`config.mk`:
```
export PLATFORM = sky130hd
export DESIGN_NAME = lpc_bridge_misc_config_regs
export DESIGN_NICKNAME = d
export VERILOG_FILES = /design/src/hw/lpc_cfg_pkg.sv /design/src/hw/tick_gatherer.sv /design/src/hw/lpc_bridge_misc_config_regs.sv
export SDC_FILE = /design/constraint.sdc
export NUM_CORES = 1
export LEC_CHECK = 0
export ABC_AREA = 1
export BUFFER_PORTS_ARGS = -buffer_cell sky130_fd_sc_hd__buf_2
export CAP_MARGIN = 25
export CORE_MARGIN = 4
export CORE_UTILIZATION = 59
export DETAILED_ROUTE_END_ITERATION = 16
export PLACE_DENSITY = 0.85
export SLEW_MARGIN = 10
export SYNTH_ARGS = -nofsm -noshare
export SYNTH_HDL_FRONTEND = slang
export SYNTH_SLANG_ARGS = --single-unit
```
`constraint.sdc`:
```
create_clock -name clk_sys -period 3.6 [get_ports clk_sys]
set_input_delay 0.18 -clock clk_sys [delete_from_list [all_inputs] [get_ports clk_sys]]
set_output_delay 0.18 -clock clk_sys [all_outputs]
set_load 0.03 [all_outputs]
```
`src/hw/lpc_cfg_pkg.sv`:
```
/*
 * Constants for the bridge miscellaneous configuration register bank:
 * offsets, field positions, reset values, write masks and decode windows.
 * Assumes a 32-bit dword-wide configuration access port.
 */
package lpc_cfg_pkg;

	// Dword offsets in configuration space
	localparam logic [7:0] OFF_EVENT_BLOCK_IO_BASE = 8'h4C;
	localparam logic [7:0] OFF_BUS_CLOCK_DRIVE     = 8'h54;
	localparam logic [7:0] OFF_CONTROL_IRQ_ROUTING = 8'h58;
	localparam logic [7:0] OFF_MISC_POWER_DECODE   = 8'h5C;
	localparam logic [7:0] OFF_SUBSYSTEM_ID        = 8'h2C;

	// Writable bit masks; all other bits are reserved and read zero, except misc bits 7:4, which read the memory strap
	localparam logic [31:0] MASK_EVENT_BLOCK = 32'h8000_FFC0;
	localparam logic [31:0] MASK_CLOCK_DRIVE = 32'h0006_003F;
	localparam logic [31:0] MASK_IRQ_ROUTING = 32'h0000_0007;
	localparam logic [31:0] MASK_MISC        = 32'h1F1F_1F0E;

	// Reset values (clock drive bit 0 comes from a strap)
	localparam logic [31:0] RST_EVENT_BLOCK  = 32'h0000_0000;
	localparam logic [31:0] RST_CLOCK_DRIVE  = 32'h0006_003E;
	localparam logic [31:0] RST_IRQ_ROUTING  = 32'h0000_0003;
	localparam logic [31:0] RST_MISC         = 32'h0000_0000;

	// Field positions
	localparam int EVT_EN_BIT      = 31;
	localparam int EVT_BASE_LSB    = 6;
	localparam int EVT_BASE_MSB    = 15;
	localparam int CLK_OUT2_EN_BIT = 18;
	localparam int CLK_OUT1_EN_BIT = 17;
	localparam int FREQ_SEL_BIT    = 28;
	localparam int TICK_CNT_LSB    = 24;
	localparam int BLK_TICK_LSB    = 16;
	localparam int BLK_IRQ_LSB     = 8;
	localparam int RANK_BIT        = 7;
	localparam int DENS_LSB        = 5;
	localparam int WIDTH_BIT       = 4;
	localparam int RTC_OFF_BIT     = 3;
	localparam int PIC_OFF_BIT     = 2;
	localparam int PIT_OFF_BIT     = 1;
	localparam int IO_ADDR_W       = 16;

	// Legacy decode windows (base, mask of don't-care bits)
	localparam logic [15:0] RTC_IO_BASE = 16'h0070;
	localparam logic [15:0] RTC_IO_MASK = 16'h0007;
	localparam logic [15:0] PIC_IO_BASE = 16'h0020;
	localparam logic [15:0] PIC_IO_MASK = 16'h0001;
	localparam logic [15:0] PIC2_IO_BASE = 16'h00A0;
	localparam logic [15:0] PIT_IO_BASE = 16'h0040;
	localparam logic [15:0] PIT_IO_MASK = 16'h0003;

	// Control interrupt routing codes
	typedef enum logic [2:0] {
		ROUTE_IRQ9  = 3'h0,
		ROUTE_IRQ10 = 3'h1,
		ROUTE_IRQ11 = 3'h2,
		ROUTE_OFF   = 3'h3,
		ROUTE_IRQ20 = 3'h4,
		ROUTE_IRQ21 = 3'h5,
		ROUTE_IRQ22 = 3'h6,
		ROUTE_IRQ23 = 3'h7
	} irq_route_t;

	// Sleep-state index: C2..C6 map to 0..4
	localparam int NUM_SLEEP = 5;

endpackage : lpc_cfg_pkg

```
`src/hw/tick_gatherer.sv`:
```
/*
 * Timer-tick gatherer: counts ticks while in a blocking sleep state and
 * pulses a break event when the programmed count is reached.
 * Assumes tick_in is a one-cycle pulse synchronous to clk_sys.
 */
`timescale 1ns/1ps
module tick_gatherer
	import lpc_cfg_pkg::*;
(
	// Clock and reset
	input  wire logic       clk_sys,
	input  wire logic       rst_n,
	// Control
	input  wire logic       gather_en,
	input  wire logic [3:0] tick_target,
	input  wire logic       tick_in,
	// Result
	output logic            break_pulse,
	output logic [4:0]      tick_count
);

	logic [4:0] tick_goal;

	// Field value 0 stands for 16 ticks
	assign tick_goal = (tick_target == 4'h0) ? 5'h10 : {1'b0, tick_target};

	always_ff @(posedge clk_sys or negedge rst_n) begin
		if (!rst_n) begin
			tick_count  <= 5'h00;
			break_pulse <= 1'b0;
		end else begin
			break_pulse <= 1'b0;
			if (!gather_en) begin
				tick_count <= 5'h00;
			end else if (tick_in) begin
				if (tick_count + 5'h01 >= tick_goal) begin
					tick_count  <= 5'h00;
					break_pulse <= 1'b1;
				end else begin
					tick_count <= tick_count + 5'h01;
				end
			end
		end
	end

endmodule : tick_gatherer

```
`src/hw/lpc_bridge_misc_config_regs.sv`:
```
/*
 * Miscellaneous configuration register bank of the low pin count bridge:
 * event-block I/O decode, clock output enables and drive, control interrupt
 * routing, and sleep-state tick/interrupt blocking plus legacy decode redirect.
 * Assumes single-cycle dword config accesses with byte enables on clk_sys.
 */
`timescale 1ns/1ps
module lpc_bridge_misc_config_regs
	import lpc_cfg_pkg::*;
(
	// Clock and reset
	input  wire logic        clk_sys,
	input  wire logic        rst_n,
	// Configuration access port
	input  wire logic        cfg_wr,
	input  wire logic        cfg_rd,
	input  wire logic [7:0]  cfg_addr,
	input  wire logic [3:0]  cfg_be,
	input  wire logic [31:0] cfg_wdata,
	output logic [31:0]      cfg_rdata,
	// Straps
	input  wire logic        strap_clk0_drive,
	input  wire logic [3:0]  strap_mem_id,
	input  wire logic        clock_fuse_blown,
	// Host I/O decode
	input  wire logic        io_req,
	input  wire logic [15:0] io_addr,
	output logic             general_event_block_hit,
	output logic             rtc_to_bus,
	output logic             pic_to_bus,
	output logic             pit_to_bus,
	// Clock outputs
	output logic             clk_out1_on,
	output logic             clk_out2_on,
	output logic [5:0]       clk_drive_q,
	output logic             bus_clk_full_rate,
	// Interrupt routing
	input  wire logic        system_control_interrupt,
	output logic [6:0]       control_irq_lines,
	// Power management
	input  wire logic [4:0]  sleep_state,
	input  wire logic        timer_tick,
	input  wire logic        irq_pending,
	output logic             timer_tick_out,
	output logic             irq_out,
	output logic             break_event
);

	logic [31:0] evt_base_q;
	logic [31:0] clk_drv_q;
	logic [31:0] route_q;
	logic [31:0] misc_q;
	logic [31:0] ssid_q;
	logic        ssid_locked_q;
	logic        strap_taken_q;
	logic [3:0]  mem_id_q;
	logic        irq_hold_q;
	logic [4:0]  irq_state_q;
	logic        irq_entry;
	logic        irq_release;
	logic        break_pulse;
	logic [4:0]  blk_tick;
	logic [4:0]  blk_irq;
	logic        tick_blocked;
	logic        irq_blocking;
	logic        gather_en;

	// Merge write data through byte enables and the writable mask
	function automatic logic [31:0] merge_write(
		input logic [31:0] old_v,
		input logic [31:0] new_v,
		input logic [3:0]  be,
		input logic [31:0] mask
	);
		logic [31:0] bm;
		bm = {{8{be[3]}}, {8{be[2]}}, {8{be[1]}}, {8{be[0]}}} & mask;
		merge_write = (old_v & ~bm) | (new_v & bm);
	endfunction : merge_write

	// Address match against a base with don't-care bits
	function automatic logic io_match(
		input logic [15:0] addr,
		input logic [15:0] base,
		input logic [15:0] dc
	);
		io_match = ((addr & ~dc) == (base & ~dc));
	endfunction : io_match

	function automatic logic is_write(input logic [7:0] off);
		is_write = cfg_wr && (cfg_addr == off);
	endfunction : is_write

	always_ff @(posedge clk_sys or negedge rst_n) begin
		if (!rst_n) begin
			evt_base_q <= RST_EVENT_BLOCK;
		end else if (is_write(OFF_EVENT_BLOCK_IO_BASE)) begin
			evt_base_q <= merge_write(evt_base_q, cfg_wdata, cfg_be,
				MASK_EVENT_BLOCK);
		end
	end

	// Straps are caught once, on the first edge after reset release
	always_ff @(posedge clk_sys or negedge rst_n) begin
		if (!rst_n) begin
			strap_taken_q <= 1'b0;
			mem_id_q      <= 4'h0;
		end else if (!strap_taken_q) begin
			strap_taken_q <= 1'b1;
			mem_id_q      <= strap_mem_id;
		end
	end

	// Drive bit 0 loads its strap once, at the capture; writes wait for the capture
	always_ff @(posedge clk_sys or negedge rst_n) begin
		if (!rst_n) begin
			clk_drv_q <= RST_CLOCK_DRIVE;
		end else if (!strap_taken_q) begin
			clk_drv_q[0] <= strap_clk0_drive;
		end else if (is_write(OFF_BUS_CLOCK_DRIVE)) begin
			clk_drv_q <= merge_write(clk_drv_q, cfg_wdata, cfg_be,
				MASK_CLOCK_DRIVE);
		end
	end

	always_ff @(posedge clk_sys or negedge rst_n) begin
		if (!rst_n) begin
			route_q <= RST_IRQ_ROUTING;
		end else if (is_write(OFF_CONTROL_IRQ_ROUTING)) begin
			route_q <= merge_write(route_q, cfg_wdata, cfg_be,
				MASK_IRQ_ROUTING);
		end
	end

	// Bits 31:29 and 0 are reserved; treated as read-zero here
	always_ff @(posedge clk_sys or negedge rst_n) begin
		if (!rst_n) begin
			misc_q <= RST_MISC;
		end else if (is_write(OFF_MISC_POWER_DECODE)) begin
			misc_q <= merge_write(misc_q, cfg_wdata, cfg_be, MASK_MISC);
		end
	end

	// Write-once: the first write locks, whatever its byte enables
	always_ff @(posedge clk_sys or negedge rst_n) begin
		if (!rst_n) begin
			ssid_q        <= 32'h0000_0000;
			ssid_locked_q <= 1'b0;
		end else if (is_write(OFF_SUBSYSTEM_ID) && !ssid_locked_q) begin
			ssid_q        <= merge_write(ssid_q, cfg_wdata, cfg_be,
				32'hFFFF_FFFF);
			ssid_locked_q <= 1'b1;
		end
	end

	always_ff @(posedge clk_sys or negedge rst_n) begin
		if (!rst_n) begin
			cfg_rdata <= 32'h0000_0000;
		end else if (cfg_rd) begin
			case (cfg_addr)
				OFF_EVENT_BLOCK_IO_BASE: cfg_rdata <= evt_base_q;
				OFF_BUS_CLOCK_DRIVE:     cfg_rdata <= clk_drv_q;
				OFF_CONTROL_IRQ_ROUTING: cfg_rdata <= route_q;
				OFF_MISC_POWER_DECODE:   cfg_rdata <= misc_q
					| {24'h00_0000, mem_id_q[3], mem_id_q[2:1],
					mem_id_q[0], 4'h0};
				OFF_SUBSYSTEM_ID:        cfg_rdata <= ssid_q;
				default:                 cfg_rdata <= 32'h0000_0000;
			endcase
		end
	end

	always_ff @(posedge clk_sys or negedge rst_n) begin
		if (!rst_n) begin
			general_event_block_hit <= 1'b0;
			rtc_to_bus              <= 1'b0;
			pic_to_bus              <= 1'b0;
			pit_to_bus              <= 1'b0;
		end else begin
			general_event_block_hit <= io_req && evt_base_q[EVT_EN_BIT]
				&& io_addr[15:6] == evt_base_q[EVT_BASE_MSB:EVT_BASE_LSB];
			rtc_to_bus <= io_req && misc_q[RTC_OFF_BIT]
				&& io_match(io_addr, RTC_IO_BASE, RTC_IO_MASK);
			pic_to_bus <= io_req && misc_q[PIC_OFF_BIT]
				&& (io_match(io_addr, PIC_IO_BASE, PIC_IO_MASK)
				|| io_match(io_addr, PIC2_IO_BASE, PIC_IO_MASK));
			pit_to_bus <= io_req && misc_q[PIT_OFF_BIT]
				&& io_match(io_addr, PIT_IO_BASE, PIT_IO_MASK);
		end
	end

	always_ff @(posedge clk_sys or negedge rst_n) begin
		if (!rst_n) begin
			clk_out1_on       <= 1'b1;
			clk_out2_on       <= 1'b1;
			clk_drive_q       <= RST_CLOCK_DRIVE[5:0];
			bus_clk_full_rate <= 1'b1;
		end else begin
			clk_out1_on <= clk_drv_q[CLK_OUT1_EN_BIT];
			clk_out2_on <= clk_drv_q[CLK_OUT2_EN_BIT];
			clk_drive_q <= clk_drv_q[5:0];
			bus_clk_full_rate <= !clock_fuse_blown
				|| misc_q[FREQ_SEL_BIT];
		end
	end

	always_ff @(posedge clk_sys or negedge rst_n) begin
		if (!rst_n) begin
			control_irq_lines <= 7'h00;
		end else begin
			case (irq_route_t'(route_q[2:0]))
				ROUTE_IRQ9:  control_irq_lines <= {6'h00, system_control_interrupt};
				ROUTE_IRQ10: control_irq_lines <= {5'h00, system_control_interrupt, 1'b0};
				ROUTE_IRQ11: control_irq_lines <= {4'h0, system_control_interrupt, 2'h0};
				ROUTE_IRQ20: control_irq_lines <= {3'h0, system_control_interrupt, 3'h0};
				ROUTE_IRQ21: control_irq_lines <= {2'h0, system_control_interrupt, 4'h0};
				ROUTE_IRQ22: control_irq_lines <= {1'b0, system_control_interrupt, 5'h00};
				ROUTE_IRQ23: control_irq_lines <= {system_control_interrupt, 6'h00};
				default:     control_irq_lines <= 7'h00;
			endcase
		end
	end

	assign blk_tick     = misc_q[BLK_TICK_LSB +: NUM_SLEEP];
	assign blk_irq      = misc_q[BLK_IRQ_LSB +: NUM_SLEEP];
	assign tick_blocked = |(blk_tick & sleep_state);
	assign irq_blocking = |(blk_irq & sleep_state);
	// Gather only where ticks are blocked; break ends the hold
	assign gather_en    = tick_blocked;

	tick_gatherer u_gather (
		.clk_sys     (clk_sys),
		.rst_n       (rst_n),
		.gather_en   (gather_en),
		.tick_target (misc_q[TICK_CNT_LSB +: 4]),
		.tick_in     (timer_tick),
		.break_pulse (break_pulse),
		.tick_count  ()
	);

	// Blocking states seen last cycle, to spot a fresh entry
	always_ff @(posedge clk_sys or negedge rst_n) begin
		if (!rst_n) begin
			irq_state_q <= 5'h00;
		end else begin
			irq_state_q <= blk_irq & sleep_state;
		end
	end

	assign irq_entry   = |(blk_irq & sleep_state & ~irq_state_q);
	// Release: one tick, or the break when ticks are being gathered
	assign irq_release = tick_blocked ? break_pulse : timer_tick;

	// Hold is armed only on entry, so one release lasts the whole stay
	always_ff @(posedge clk_sys or negedge rst_n) begin
		if (!rst_n) begin
			irq_hold_q <= 1'b0;
		end else if (!irq_blocking) begin
			irq_hold_q <= 1'b0;
		end else if (irq_entry) begin
			irq_hold_q <= 1'b1;
		end else if (irq_release) begin
			irq_hold_q <= 1'b0;
		end
	end

	always_ff @(posedge clk_sys or negedge rst_n) begin
		if (!rst_n) begin
			timer_tick_out <= 1'b0;
		end else begin
			timer_tick_out <= timer_tick && !tick_blocked;
		end
	end

	// Entry term covers the cycle before the hold flop is set
	always_ff @(posedge clk_sys or negedge rst_n) begin
		if (!rst_n) begin
			irq_out <= 1'b0;
		end else begin
			irq_out <= irq_pending
				&& !(irq_blocking && (irq_hold_q || irq_entry));
		end
	end

	always_ff @(posedge clk_sys or negedge rst_n) begin
		if (!rst_n) begin
			break_event <= 1'b0;
		end else begin
			break_event <= break_pulse;
		end
	end

endmodule : lpc_bridge_misc_config_regs

```
Yosys cells after proc, flatten, opt, wreduce, memory -nomap -nowiden
Cells that the tools add are included.
{"block": "word_totals", "register_bits": 233, "elab_cells": 117, "inputBits": 79}
{"block": "op_classes", "bitwise_logic": 25, "n_lt_le_gt_ge": 1, "n_reduce_logical": 30, "n_addsub": 1, "n_eq_ne": 19, "n_mux": 15}
{"operator": "$and 32x32->32", "n": 7}
{"operator": "$or 32x32->32", "n": 5}
{"operator": "$pmux 32 s5", "n": 1}
{"operator": "$not 32->32", "n": 2}
{"operator": "$pmux 7 s7", "n": 1}
{"operator": "$and 32x19->32", "n": 1}
{"operator": "$and 32x29->32", "n": 1}
{"operator": "$and 32x3->32", "n": 1}
{"operator": "$eq 8x7->1 const B", "n": 4}
{"operator": "$not 19->32", "n": 1}
{"operator": "$not 29->32", "n": 1}
{"operator": "$not 3->32", "n": 1}
{"operator": "$or 32x8->32", "n": 1}
{"operator": "$mux 5", "n": 4}
{"operator": "$logic_and 1x1->1", "n": 17}
{"operator": "$and 5x5->5", "n": 3}
{"operator": "$eq 15x5->1 const B", "n": 1}
{"operator": "$eq 15x7->1 const B", "n": 1}
{"operator": "$reduce_or 5->1", "n": 3}
{"operator": "$eq 14x5->1 const B", "n": 1}
{"operator": "$eq 13x4->1 const B", "n": 1}
{"operator": "$eq 3x3->1 const B", "n": 4}
{"operator": "$eq 10x10->1", "n": 1}
{"operator": "$mux 1", "n": 9}
{"operator": "other kinds (14)", "n": 19}

Longest topological paths before layout
Gate-level depths: netlist of run 1.
{"block": "depth", "word_depth": 7, "mapped_depth": 11, "mapped_depth_nobuf": 10}

Hierarchy
From an unflattened synthesis of run 1, not the netlist that was laid out.
{"block": "unflattened", "hier_cells": 800, "hier_area_um2": 6605.1}
{"mod": "lpc_bridge_misc_config_regs", "area_per_inst_um2": 6139.6, "cells_per_inst": 729, "seq_area_each_um2": 3499.6, "instances": 1}
{"mod": "tick_gatherer", "area_per_inst_um2": 465.4, "cells_per_inst": 71, "seq_area_each_um2": 150.1, "instances": 1}

Worst setup path after synthesis of run 1
Ideal clock, no wire load.
{"block": "synth_timing", "path_type": "register to register", "startpoint": "reg u_gather.tick_count[0]", "endpoint": "reg u_gather.tick_count[1]", "path_stages_with_launch": 11, "t_arrival_ps": 1740, "slack_ps": 1795, "period_less_slack_ps": 1805, "setup_ps": 65, "t_required_ps": 3535, "path_cell_list": "dfrtp_1 > ha_1 > xor2_1 > ha_1 > nand2_1 > inv_1 > o21bai_1 > nand2_1 > nor2_1 > nand3_1 > nand2_1"}
{"block": "synth_via", "elab_chain_len": 5}
{"item": "from (decl)", "line_no": "tick_gatherer.sv:19", "source": "output logic [4:0] tick_count"}
{"item": "from (signal assigned)", "line_no": "tick_gatherer.sv:40", "source": "tick_count <= tick_count + 5'h01;"}
{"item": "$add 5x1->5 *", "line_no": "tick_gatherer.sv:36, tick_gatherer.sv:40"}
{"item": "$ge 5x5->1", "line_no": "tick_gatherer.sv:36", "source": "if (tick_count + 5'h01 >= tick_goal) begin"}
{"item": "$mux 5 *", "line_no": "tick_gatherer.sv:36"}
{"item": "$mux 5 *", "line_no": "tick_gatherer.sv:35", "source": "end else if (tick_in) begin"}
{"item": "$mux 5 *", "line_no": "tick_gatherer.sv:33", "source": "if (!gather_en) begin"}
Mark *: on every way between the ends. The rest lies on a longest branch, timed or not. The select of a mux whose other input is x is not followed.
A chain may end at the register's enable or synchronous reset.

Worst setup path in the final report of run 1
{"block": "layout_timing", "startpoint": "reg u_gather.tick_count[0]", "endpoint": "reg u_gather.tick_count[2]"}
The elaborated chain is that of the path after synthesis.

==> results.cfg, run 1 <==
[status]
status = completed

[routing]
routed_wirelength_mm = 18.5
vias = 6100
wl_met3_mm = 1.38
drtAntennaViolNets = 0
top_layer_used = met4
met2_length_mm = 9.23
drc = 0
met1Wirelength_mm = 7.17
avgViaCountPerCell = 5.42
drt_iter0_markers = 498
wl_per_cell_microns = 16.4
first_pass_iters = 5

[place]
hpwl_mm = 11.3
dp.cells = 1034
portBuffers = 132
gp_congestion = 0.887
place_ws_ns = 1.57

[pwr]
powerDensity_mw_per_mm2 = 441
p_leak_nw = 4.70
vdd_drop_max_mv = 0.245

[cts]
cts-root-buf = clkbuf_8
cts_setup_buffers = 0
cts.clk_slew.worst_paths_ns = 0.06
clk_path_buf_depth = 2
cts-resized-gates = 0
numCtsBuffers = 17
cts_tree = yes
cts-hold-fix-buffers = 59
clk-insertion-delay-late_ns = 0.53
htreeDepth = 4
clock_sinks = 145

[global_routing]
overflow = 0
grt_max_degree = 96
grt_pass1_vias = 6192
grt_pass1_wl_mm = 30.6
track_usage_pct = 30.5
antenna_found_initial = 1

[logic_synthesis]
synthArstFlopShare_pct = 100
yosys_most_used_dff = dfrtp_1
synth_edf_count = 0
ys_seq_area_share_pct = 56.4
syn_avg_cell_area_sq_um = 8.32
synth_cells = 778
ys_ff_latch = 145
syn_nets = 863
synthesis.area_sq_mm = 0.00647
ys_types = 37
ys_warn_count = 0

[die]
io_pins = 134
core-area_sq_mm = 0.0105
die_h_microns = 113
die_w_microns = 113
rows = 37
die-area_sq_mm = 0.0127
start_util_pct = 61.6

[timing]
hold_viol_final = 0
max_slew_margin_pct = 44.4
layout_setup_ws_ns = 1.52
drv_slew = 0
fmax_ghz = 0.481
tightest_slew_ns = 0.834
min_period_ns = 2.08
fin_skew_ns = 0.00768
setup_tns_ns = 0
finalSetupViolCount = 0
min_period_over_period_pct = 57.7
rsz0062_at_grt = no

[critical_path]
path_cells = ha_1 -> nand3_1 -> xnor2_1 -> ha_1 -> nand2_1 -> o21bai_1 -> nand2_1 -> nor2_1 -> nand3_1 -> nand2_1
start_kind = register
critPathMostFrequentCell = nand2_1
ff2ff_path_depth = 10
path_class = register to register
crit_path_max_incr_delay_ns = 0.44
critical_path_depth = 10
cp.buffers_inverters = 0
slowest_stage = dfrtp_1
cpLargestDelayFamily = simple AND/OR/NAND/NOR gates
cp.arrival_ns = 2.54
endpoint_kind = register
crit_path_max_fanout = 6
worstPathRequired_ns = 4.06

[run]
cap_violations = 0

[finish]
seq_area_sq_mm = 0.00365
final_common_cell = nand2_1
drive_above_1_share_pct = 21.0
syn_to_final_growth_pct = 30.6
final_nets = 1061
final-instance-count-excl-fill = 1126
fill_cells = 653
multi_input_area_sq_mm = 0.00250
layout_common_cells = 367 x nand2_1, 131 x buf_2, 128 x dfrtp_1

[hold_path]
hold_depth = 5
min_path_type = input port to register
final cells by class:
class                           instances  share of cell area (%)
Sequential cell                       145                    43.2
Multi-Input combinational cell        555                    29.6
Timing Repair Buffer                  197                    15.6
Clock buffer                           21                    5.31
Inverter                               60                    2.66
Tap cell                              136                    2.01
Clock inverter                         11                    1.63
Antenna cell                            1                  0.0296
per-layer routing:
metal | global-route usage, % | up-vias
li1 | - | 2838
met1 | 38.6 | 2896
met2 | 50.6 | 303
met3 | 5.40 | 63
met4 | 15.5 | 0
met5 | 0 | -
per-stage QoR:
step	hold WS [ns]	utilization (%)	power (mW)	area, sq um
6_report	0.0319	80.5	3.73	8460
5_1_grt	0.0759	80.5	3.85	8460
4_1_cts	0.000952	80.5	3.72	8450
3_5_place_dp	0.317	69.2	1.94	7280
3_3_place_gp	0.312	69.0	1.93	7250
2_1_floorplan	-0.116	-	1.81	6470
power by group:
part           internal (mW)  switching (mW)  total [mW]
Combinational          0.118           0.166       0.284
Clock                   1.09           0.671        1.76
Sequential              1.66          0.0262        1.69
Total                   2.87           0.863        3.73
cell families after synthesis:
logic type      count (synthesis)  synth area share [%]
compound gates                 46                  3.69
mux                             4                 0.696
xor+xnor                        7                 0.947
buf+inv                        78                  5.01
simple gates                  491                  32.1
other cells                     1                0.0579
fa+ha+maj                       6                  1.16
flops                         145                  56.4
synth_stat cells (4+ instances only):
library cell  number  area (sq um)
xnor2_1            6          52.6
a21oi_1           11          55.1
nor2_4             6          67.6
buf_2              4          20.0
dfrtp_1          128          3200
clkbuf_1           8          30.0
mux2_2             4          45.0
o21ai_0           28           140
nor2_1            28           105
ha_1               6          75.1
nand3_1           63           315
nor3_1             9          45.0
nand2_1          367          1380
dfstp_2           17           447
inv_1             56           210
nand4_1            5          31.3
worst register-to-register path: stages (launching register included):
cell      delay, ns
dfrtp_1        0.44
ha_1           0.22
nand3_1        0.09
xnor2_1        0.21
ha_1           0.29
nand2_1        0.07
o21bai_1       0.09
nand2_1        0.06
nor2_1         0.34
nand3_1        0.13
nand2_1        0.08
path summary, 6_finish.rpt:
| path | start | endpoint | slack [ns] |
|---|---|---|---|
| setup / recovery | u_gather.tick_count[0] | u_gather.tick_count[2] | 1.52 |
| hold / removal | strap_clk0_drive | register | 0.03 |
| setup reg to reg | u_gather.tick_count[0] | u_gather.tick_count[2] | 1.52 |
| hold reg to reg | register | clk_out2_on | 0.37 |
| max in group asynchronous | rst_n | clk_out1_on | 2.38 |
| min in group asynchronous | rst_n | cfg_rdata[5] | 0.30 |
No activity file was read; power rests on OpenSTA's default activity.
==> inputs of run 2 (changes only) <==
- ABC_AREA: 1 -> 0
- CORE_UTILIZATION: 59 -> 49
- PLACE_DENSITY: 0.85 -> 0.76
- clock period: 3.6 -> 1.7 ns (I/O delays scaled with it)
==> run 2 against run 1 <==
Effect of this change: the flow now finishes with violations (setup timing); flip-flop and latch count did not move; clock-buffer cell count rose by 4; largest power group is now sequential cells; utilization fell by 11 points; register-to-register slack worse by 1.9 ns; combinational power grew to 2.8 times the previous value.
==> results.cfg, run 2 <==
[status]
status = complete, but fails checks
violations = setup timing

[cts]
cts.clk_slew.worst_paths_ns = 0.06
clk_path_buf_depth = 2
htreeDepth = 4
clock_sinks = 145
clk-insertion-delay-late_ns = 0.42
numCtsBuffers = 17
cts_tree = yes
cts-root-buf = clkbuf_16

[routing]
routed_wirelength_mm = 17.3
first_pass_iters = 5
wl_per_cell_microns = 18.7
vias = 5161
drt_iter0_markers = 438
drc = 0
avgViaCountPerCell = 5.57
drtAntennaViolNets = 0

[timing]
min_period_ns = 2.04
layout_setup_ws_ns = -0.338
tightest_slew_ns = 0.685
min_period_over_period_pct = 120
hold_viol_final = 0
fmax_ghz = 0.491
setup_tns_ns = -1.53
fin_skew_ns = 0.00988
rsz0062_at_grt = yes
finalSetupViolCount = 6
drv_slew = 0
max_slew_margin_pct = 53.8
whs_ns = 0.00690

[finish]
drive_above_1_share_pct = 41.6
syn_to_final_growth_pct = 37.6
fin_area_sq_mm = 0.00872
final-instance-count-excl-fill = 927
final_nets = 825
final_common_cell = buf_2
layout_common_cells = 131 x buf_2, 128 x dfrtp_1, 75 x mux2_2
utilization_pct = 69.1

[logic_synthesis]
synthTopCellsByCount = 128 x dfrtp_1, 75 x mux2_2, 32 x nor2_1
synth_xor_area_share_pct = 1.80
synth_edf_count = 0
synth_cells = 512
synthMuxAreaShare_pct = 14.1
synth_top_area_cell = dfrtp_1
ys_types = 50
syn_avg_cell_area_sq_um = 12.4
synth.most_common_cell = dfrtp_1
synth-compound-area-share_pct = 10.4
ys_warn_count = 0
yosys_most_used_dff = dfrtp_1
synth_top_family_by_area = multiplexers
synth-adder-area-share_pct = 1.18
synth_area_leaders = dfrtp_1 51%, mux2_2 13%, dfstp_2 7.0%, a22oi_1 2.8%, nor2_1 1.9%
syn_nets = 597
synthArstFlopShare_pct = 100
synthSimpleGateAreaFrac_pct = 11.9
synthesis.area_sq_mm = 0.00634
ys_ff_latch = 145
synth_top_area_share_pct = 50.6
ys_seq_area_share_pct = 57.6

[die]
die-area_sq_mm = 0.0148
start_util_pct = 50.2
die_w_microns = 122
core-area_sq_mm = 0.0126
die_h_microns = 122
io_pins = 134
rows = 41

[critical_path]
crit_path_max_fanout = 4
ff2ff_path_depth = 7
cp.arrival_ns = 2.33
endpoint_kind = register
critical_path.startpoint = u_gather.tick_count[0]
start_kind = register
rrSetupSlack_ns = -0.34
path_class = register to register
worstPathRequired_ns = 1.99
timing.rr.start = u_gather.tick_count[0]

[pwr]
vdd_drop_max_mv = 0.722
p_leak_nw = 4.27
total_power_mw = 7.84
powerDensity_mw_per_mm2 = 900

[global_routing]
grt_pass1_wl_mm = 27.3
overflow = 0
grt_pass1_vias = 5344
track_usage_pct = 23.8
grt_max_degree = 55
antenna_found_initial = 0

[place]
dp.cells = 835
place_area_sq_mm = 0.00750
place_ws_ns = -0.248
portBuffers = 132
gp_congestion = 0.870
hpwl_mm = 11.7

[run]
cap_violations = 0

[hold_path]
min_path_type = input port to register
hold_path.startpoint = io_addr[8]
hold_depth = 3
[run 2: changes by cell type in the layout (fill, tap and decap cells not counted), moves of 11 or more]
cell / previous run / this run
buf_4: 5 / 34
inv_1: 56 / 24
nand3_1: 63 / 18
nand2b_1: 0 / 11
mux2_2: 4 / 75
o21ai_0: 28 / 6
nand2_1: 367 / 22
a22oi_1: 0 / 24
[run 2: cell type report]
cell class	count	area [sq um]
sequential	145	3650
antenna	2	5.00
tap	172	215
inverter	24	90.1
clock buffer	25	475
clock inverter	7	60.1
multi-input combinational	323	2610
timing repair buffer	229	1610
fill	932	3900
[run 2: worst paths after layout]
check | end
min in group asynchronous | cfg_rdata[31]
hold reg to reg | clk_out2_on
hold / removal | general_event_block_hit
setup / recovery | u_gather.tick_count[4]
setup reg to reg | u_gather.tick_count[4]
max in group asynchronous | async pin
[run 2: critical path, cell delays in order (launching register included)]
cell and delay, ns:
dfrtp_1 0.41, ha_4 0.18, xor2_1 0.16, ha_1 0.32, a21o_1 0.19, a31oi_4 0.20, o21ai_2 0.12, o311ai_1 0.32
[run 2: repair_timing]
action                                 4_1_cts  5_1_grt
setup endpoints to repair                    6        7
setup buffers                                0        3
pin swaps                                    1        3
hold buffers                                55        0
endpoints found under the hold margin      139        0
gates resized for setup                      4       12
[run 2: cell families (layout without fill, tap and decap cells)]
logic type               count (synthesis)  count (layout)
flip-flops                             145             145
AND/OR/NAND/NOR                        127             127
AO/OA/AOI/OAI                           96              96
multiplexers                            80              80
buffers and inverters                   44             285
XOR/XNOR                                13              13
adder cells (fa/ha/maj)                  6               6
other                                    1               3
[run 2: per-layer routing]
layer | wire length (microns) | vias to the layer above | GRT usage [%]
met2 | 8790 | 188 | 40.2
met3 | 852 | 40 | 4.87
li1 | - | 2328 | -
met4 | 398 | 0 | 9.24
met1 | 7290 | 2605 | 30.1
met5 | 0 | - | 0
[run 2: report_power, final]
| part | switching [mW] | internal, mW | total, mW |
|---|---|---|---|
| Combinational | 0.445 | 0.339 | 0.785 |
| Clock | 1.34 | 2.07 | 3.41 |
| Sequential | 0.0767 | 3.57 | 3.65 |
==> inputs of run 3 (changes only) <==
- CORE_UTILIZATION: 49 -> 28
- PLACE_DENSITY: 0.76 -> unset
==> run 3 against run 2 <==
Effect of this change: the flow finishes with violations (hold timing, setup timing); clock power grew 9.4%; maximum frequency grew 7.8%; wire length down 0.78%; clock-buffer cell count down 7; largest cell class unchanged; largest power group is now the clock network.
==> results.cfg, run 3 (synthesized netlist as in run 2, its figures left out) <==
[routing]
wl_met3_microns = 788
met1Wirelength_mm = 7.75
avgViaCountPerCell = 4.68
drc = 0
drt_iter0_markers = 239
top_layer_used = met5
wl_per_cell_microns = 16.4
first_pass_iters = 4
routed_wirelength_mm = 17.2
vias = 4898
met2_length_mm = 8.37
drtAntennaViolNets = 0

[finish]
layout_common_cells = 131 x buf_2, 128 x dfrtp_1, 75 x mux2_2
syn_to_final_growth_pct = 42.1
final_nets = 838
drive_above_1_share_pct = 42.6
final-instance-count-excl-fill = 1047
final_common_cell = buf_2
fill_cells = 2116

[die]
die_h_microns = 158
io_pins = 134
start_util_pct = 28.8
core-area_sq_mm = 0.0220
die-area_sq_mm = 0.0251
die_w_microns = 158
rows = 54

[timing]
fin_skew_ns = 0.00964
min_period_ns = 1.89
min_period_over_period_pct = 111
drv_slew = 0
whs_ns = -0.00237
hold_viol_final = 1
finalSetupViolCount = 6
rsz0062_at_grt = yes
fmax_ghz = 0.529
layout_setup_ws_ns = -0.190

[critical_path]
worstPathRequired_ns = 1.98
cp.arrival_ns = 2.17
ff2ff_path_depth = 8
timing.rr.start = u_gather.tick_count[1]
path_class = register to register
worst_r2r_endpoint = u_gather.tick_count[2]
crit_path_max_fanout = 5
crit_path_end = u_gather.tick_count[2]
critical_path.startpoint = u_gather.tick_count[1]
rrSetupSlack_ns = -0.19
start_kind = register
endpoint_kind = register

[global_routing]
track_usage_pct = 14.0
grt_pass1_wl_mm = 27.0
grt_max_degree = 51
grt_pass1_vias = 5011
antenna_found_initial = 4
overflow = 0

[place]
gp_congestion = 0.845
hpwl_mm = 12.7
place_ws_ns = -0.196
portBuffers = 132
dp.cells = 952

[pwr]
combPwrFrac_pct = 9.7
internal_power_mw = 6.11
power_frac_seq_pct = 44.6
vdd_drop_max_mv = 0.480
swShare_pct = 25.1
powerDensity_mw_per_mm2 = 905
total_power_mw = 8.15
p_leak_nw = 4.36
p_switching_mw = 2.04
clockPowerShare_pct = 45.7

[status]
status = complete, but fails checks
violations = hold timing, setup timing

[cts]
clock_sinks = 145
cts-root-buf = clkbuf_16
cts.clk_slew.worst_paths_ns = 0.06
numCtsBuffers = 17
cts_tree = yes
clk-insertion-delay-late_ns = 0.42
htreeDepth = 4
clk_path_buf_depth = 2

[run]
cap_violations = 0

[hold_path]
min_path_type = input port to register
run 3: repair_timing:
action / in CTS / in global routing
hold buffers: 56 / 6
pin swaps: 4 / 7
setup buffers: 1 / 1
resized for setup: 6 / 4
endpoints found under the hold margin: 163 / 2
setup endpoints to repair: 6 / 8
run 3: power groups by stage:
stage	combinational (mW)	sequential, mW	clock, mW
final	0.790	3.64	3.73
after global routing	0.866	3.65	3.98
after CTS	0.784	3.64	3.83
after detailed placement	0.678	3.70	0
after global placement	0.673	3.70	0
after floorplan	0.237	3.77	0
run 3: worst min path at each step:
stage / slack (ns) / to / from / depth (start not counted)
2_1_floorplan: -0.21 / async pin / rst_n / 0
4_1_cts: 0.01 / general_event_block_hit / io_req / 4
3_3_place_gp: 0.07 / control_irq_lines[1] / rst_n / 1
3_5_place_dp: 0.07 / async pin / rst_n / 1
6_report: -0.002 / pic_to_bus / io_addr[15] / 4
5_1_grt: 0.02 / pic_to_bus / io_addr[15] / 4
run 3: routing by layer:
metal,global-route usage (%),up-vias
li1,-,2353
met1,18.4,2389
met5,0,-
met2,22.7,120
met4,4.26,6
met3,3.83,30
run 3: layout make-up:
type	count	area (sq um)	share of cell area, %
sequential	145	3650	40.5
tap	280	350	3.89
inverter	24	90.1	1.00
antenna	1	2.50	0.0278
timing repair buffer	242	1750	19.4
clock inverter	14	155	1.72
clock buffer	18	429	4.77
multi-input combinational	323	2580	28.6
run 3: critical path: stages, from the launching register on:
cell and delay (ns):
dfrtp_1 0.38, ha_2 0.19, xor2_1 0.16, ha_1 0.30
buf_4 0.12, a31oi_4 0.09, buf_6 0.14, o211ai_1 0.23
o311ai_2 0.14
run 3: stage by stage:
| step | hold slack, ns | setup TNS, ns | area (sq um) | utilization (%) |
|---|---|---|---|---|
| after global placement | 0.0735 | -6.91 | 7740 | 35.2 |
| after global routing | 0.0203 | -1.33 | 9000 | 40.9 |
| after CTS | 0.0113 | -0.984 | 8930 | 40.6 |
| after detailed placement | 0.0741 | -7.82 | 7740 | 35.2 |
| after floorplan | -0.211 | -0.804 | 6360 | - |
| final | -0.00237 | -0.924 | 9000 | 40.9 |
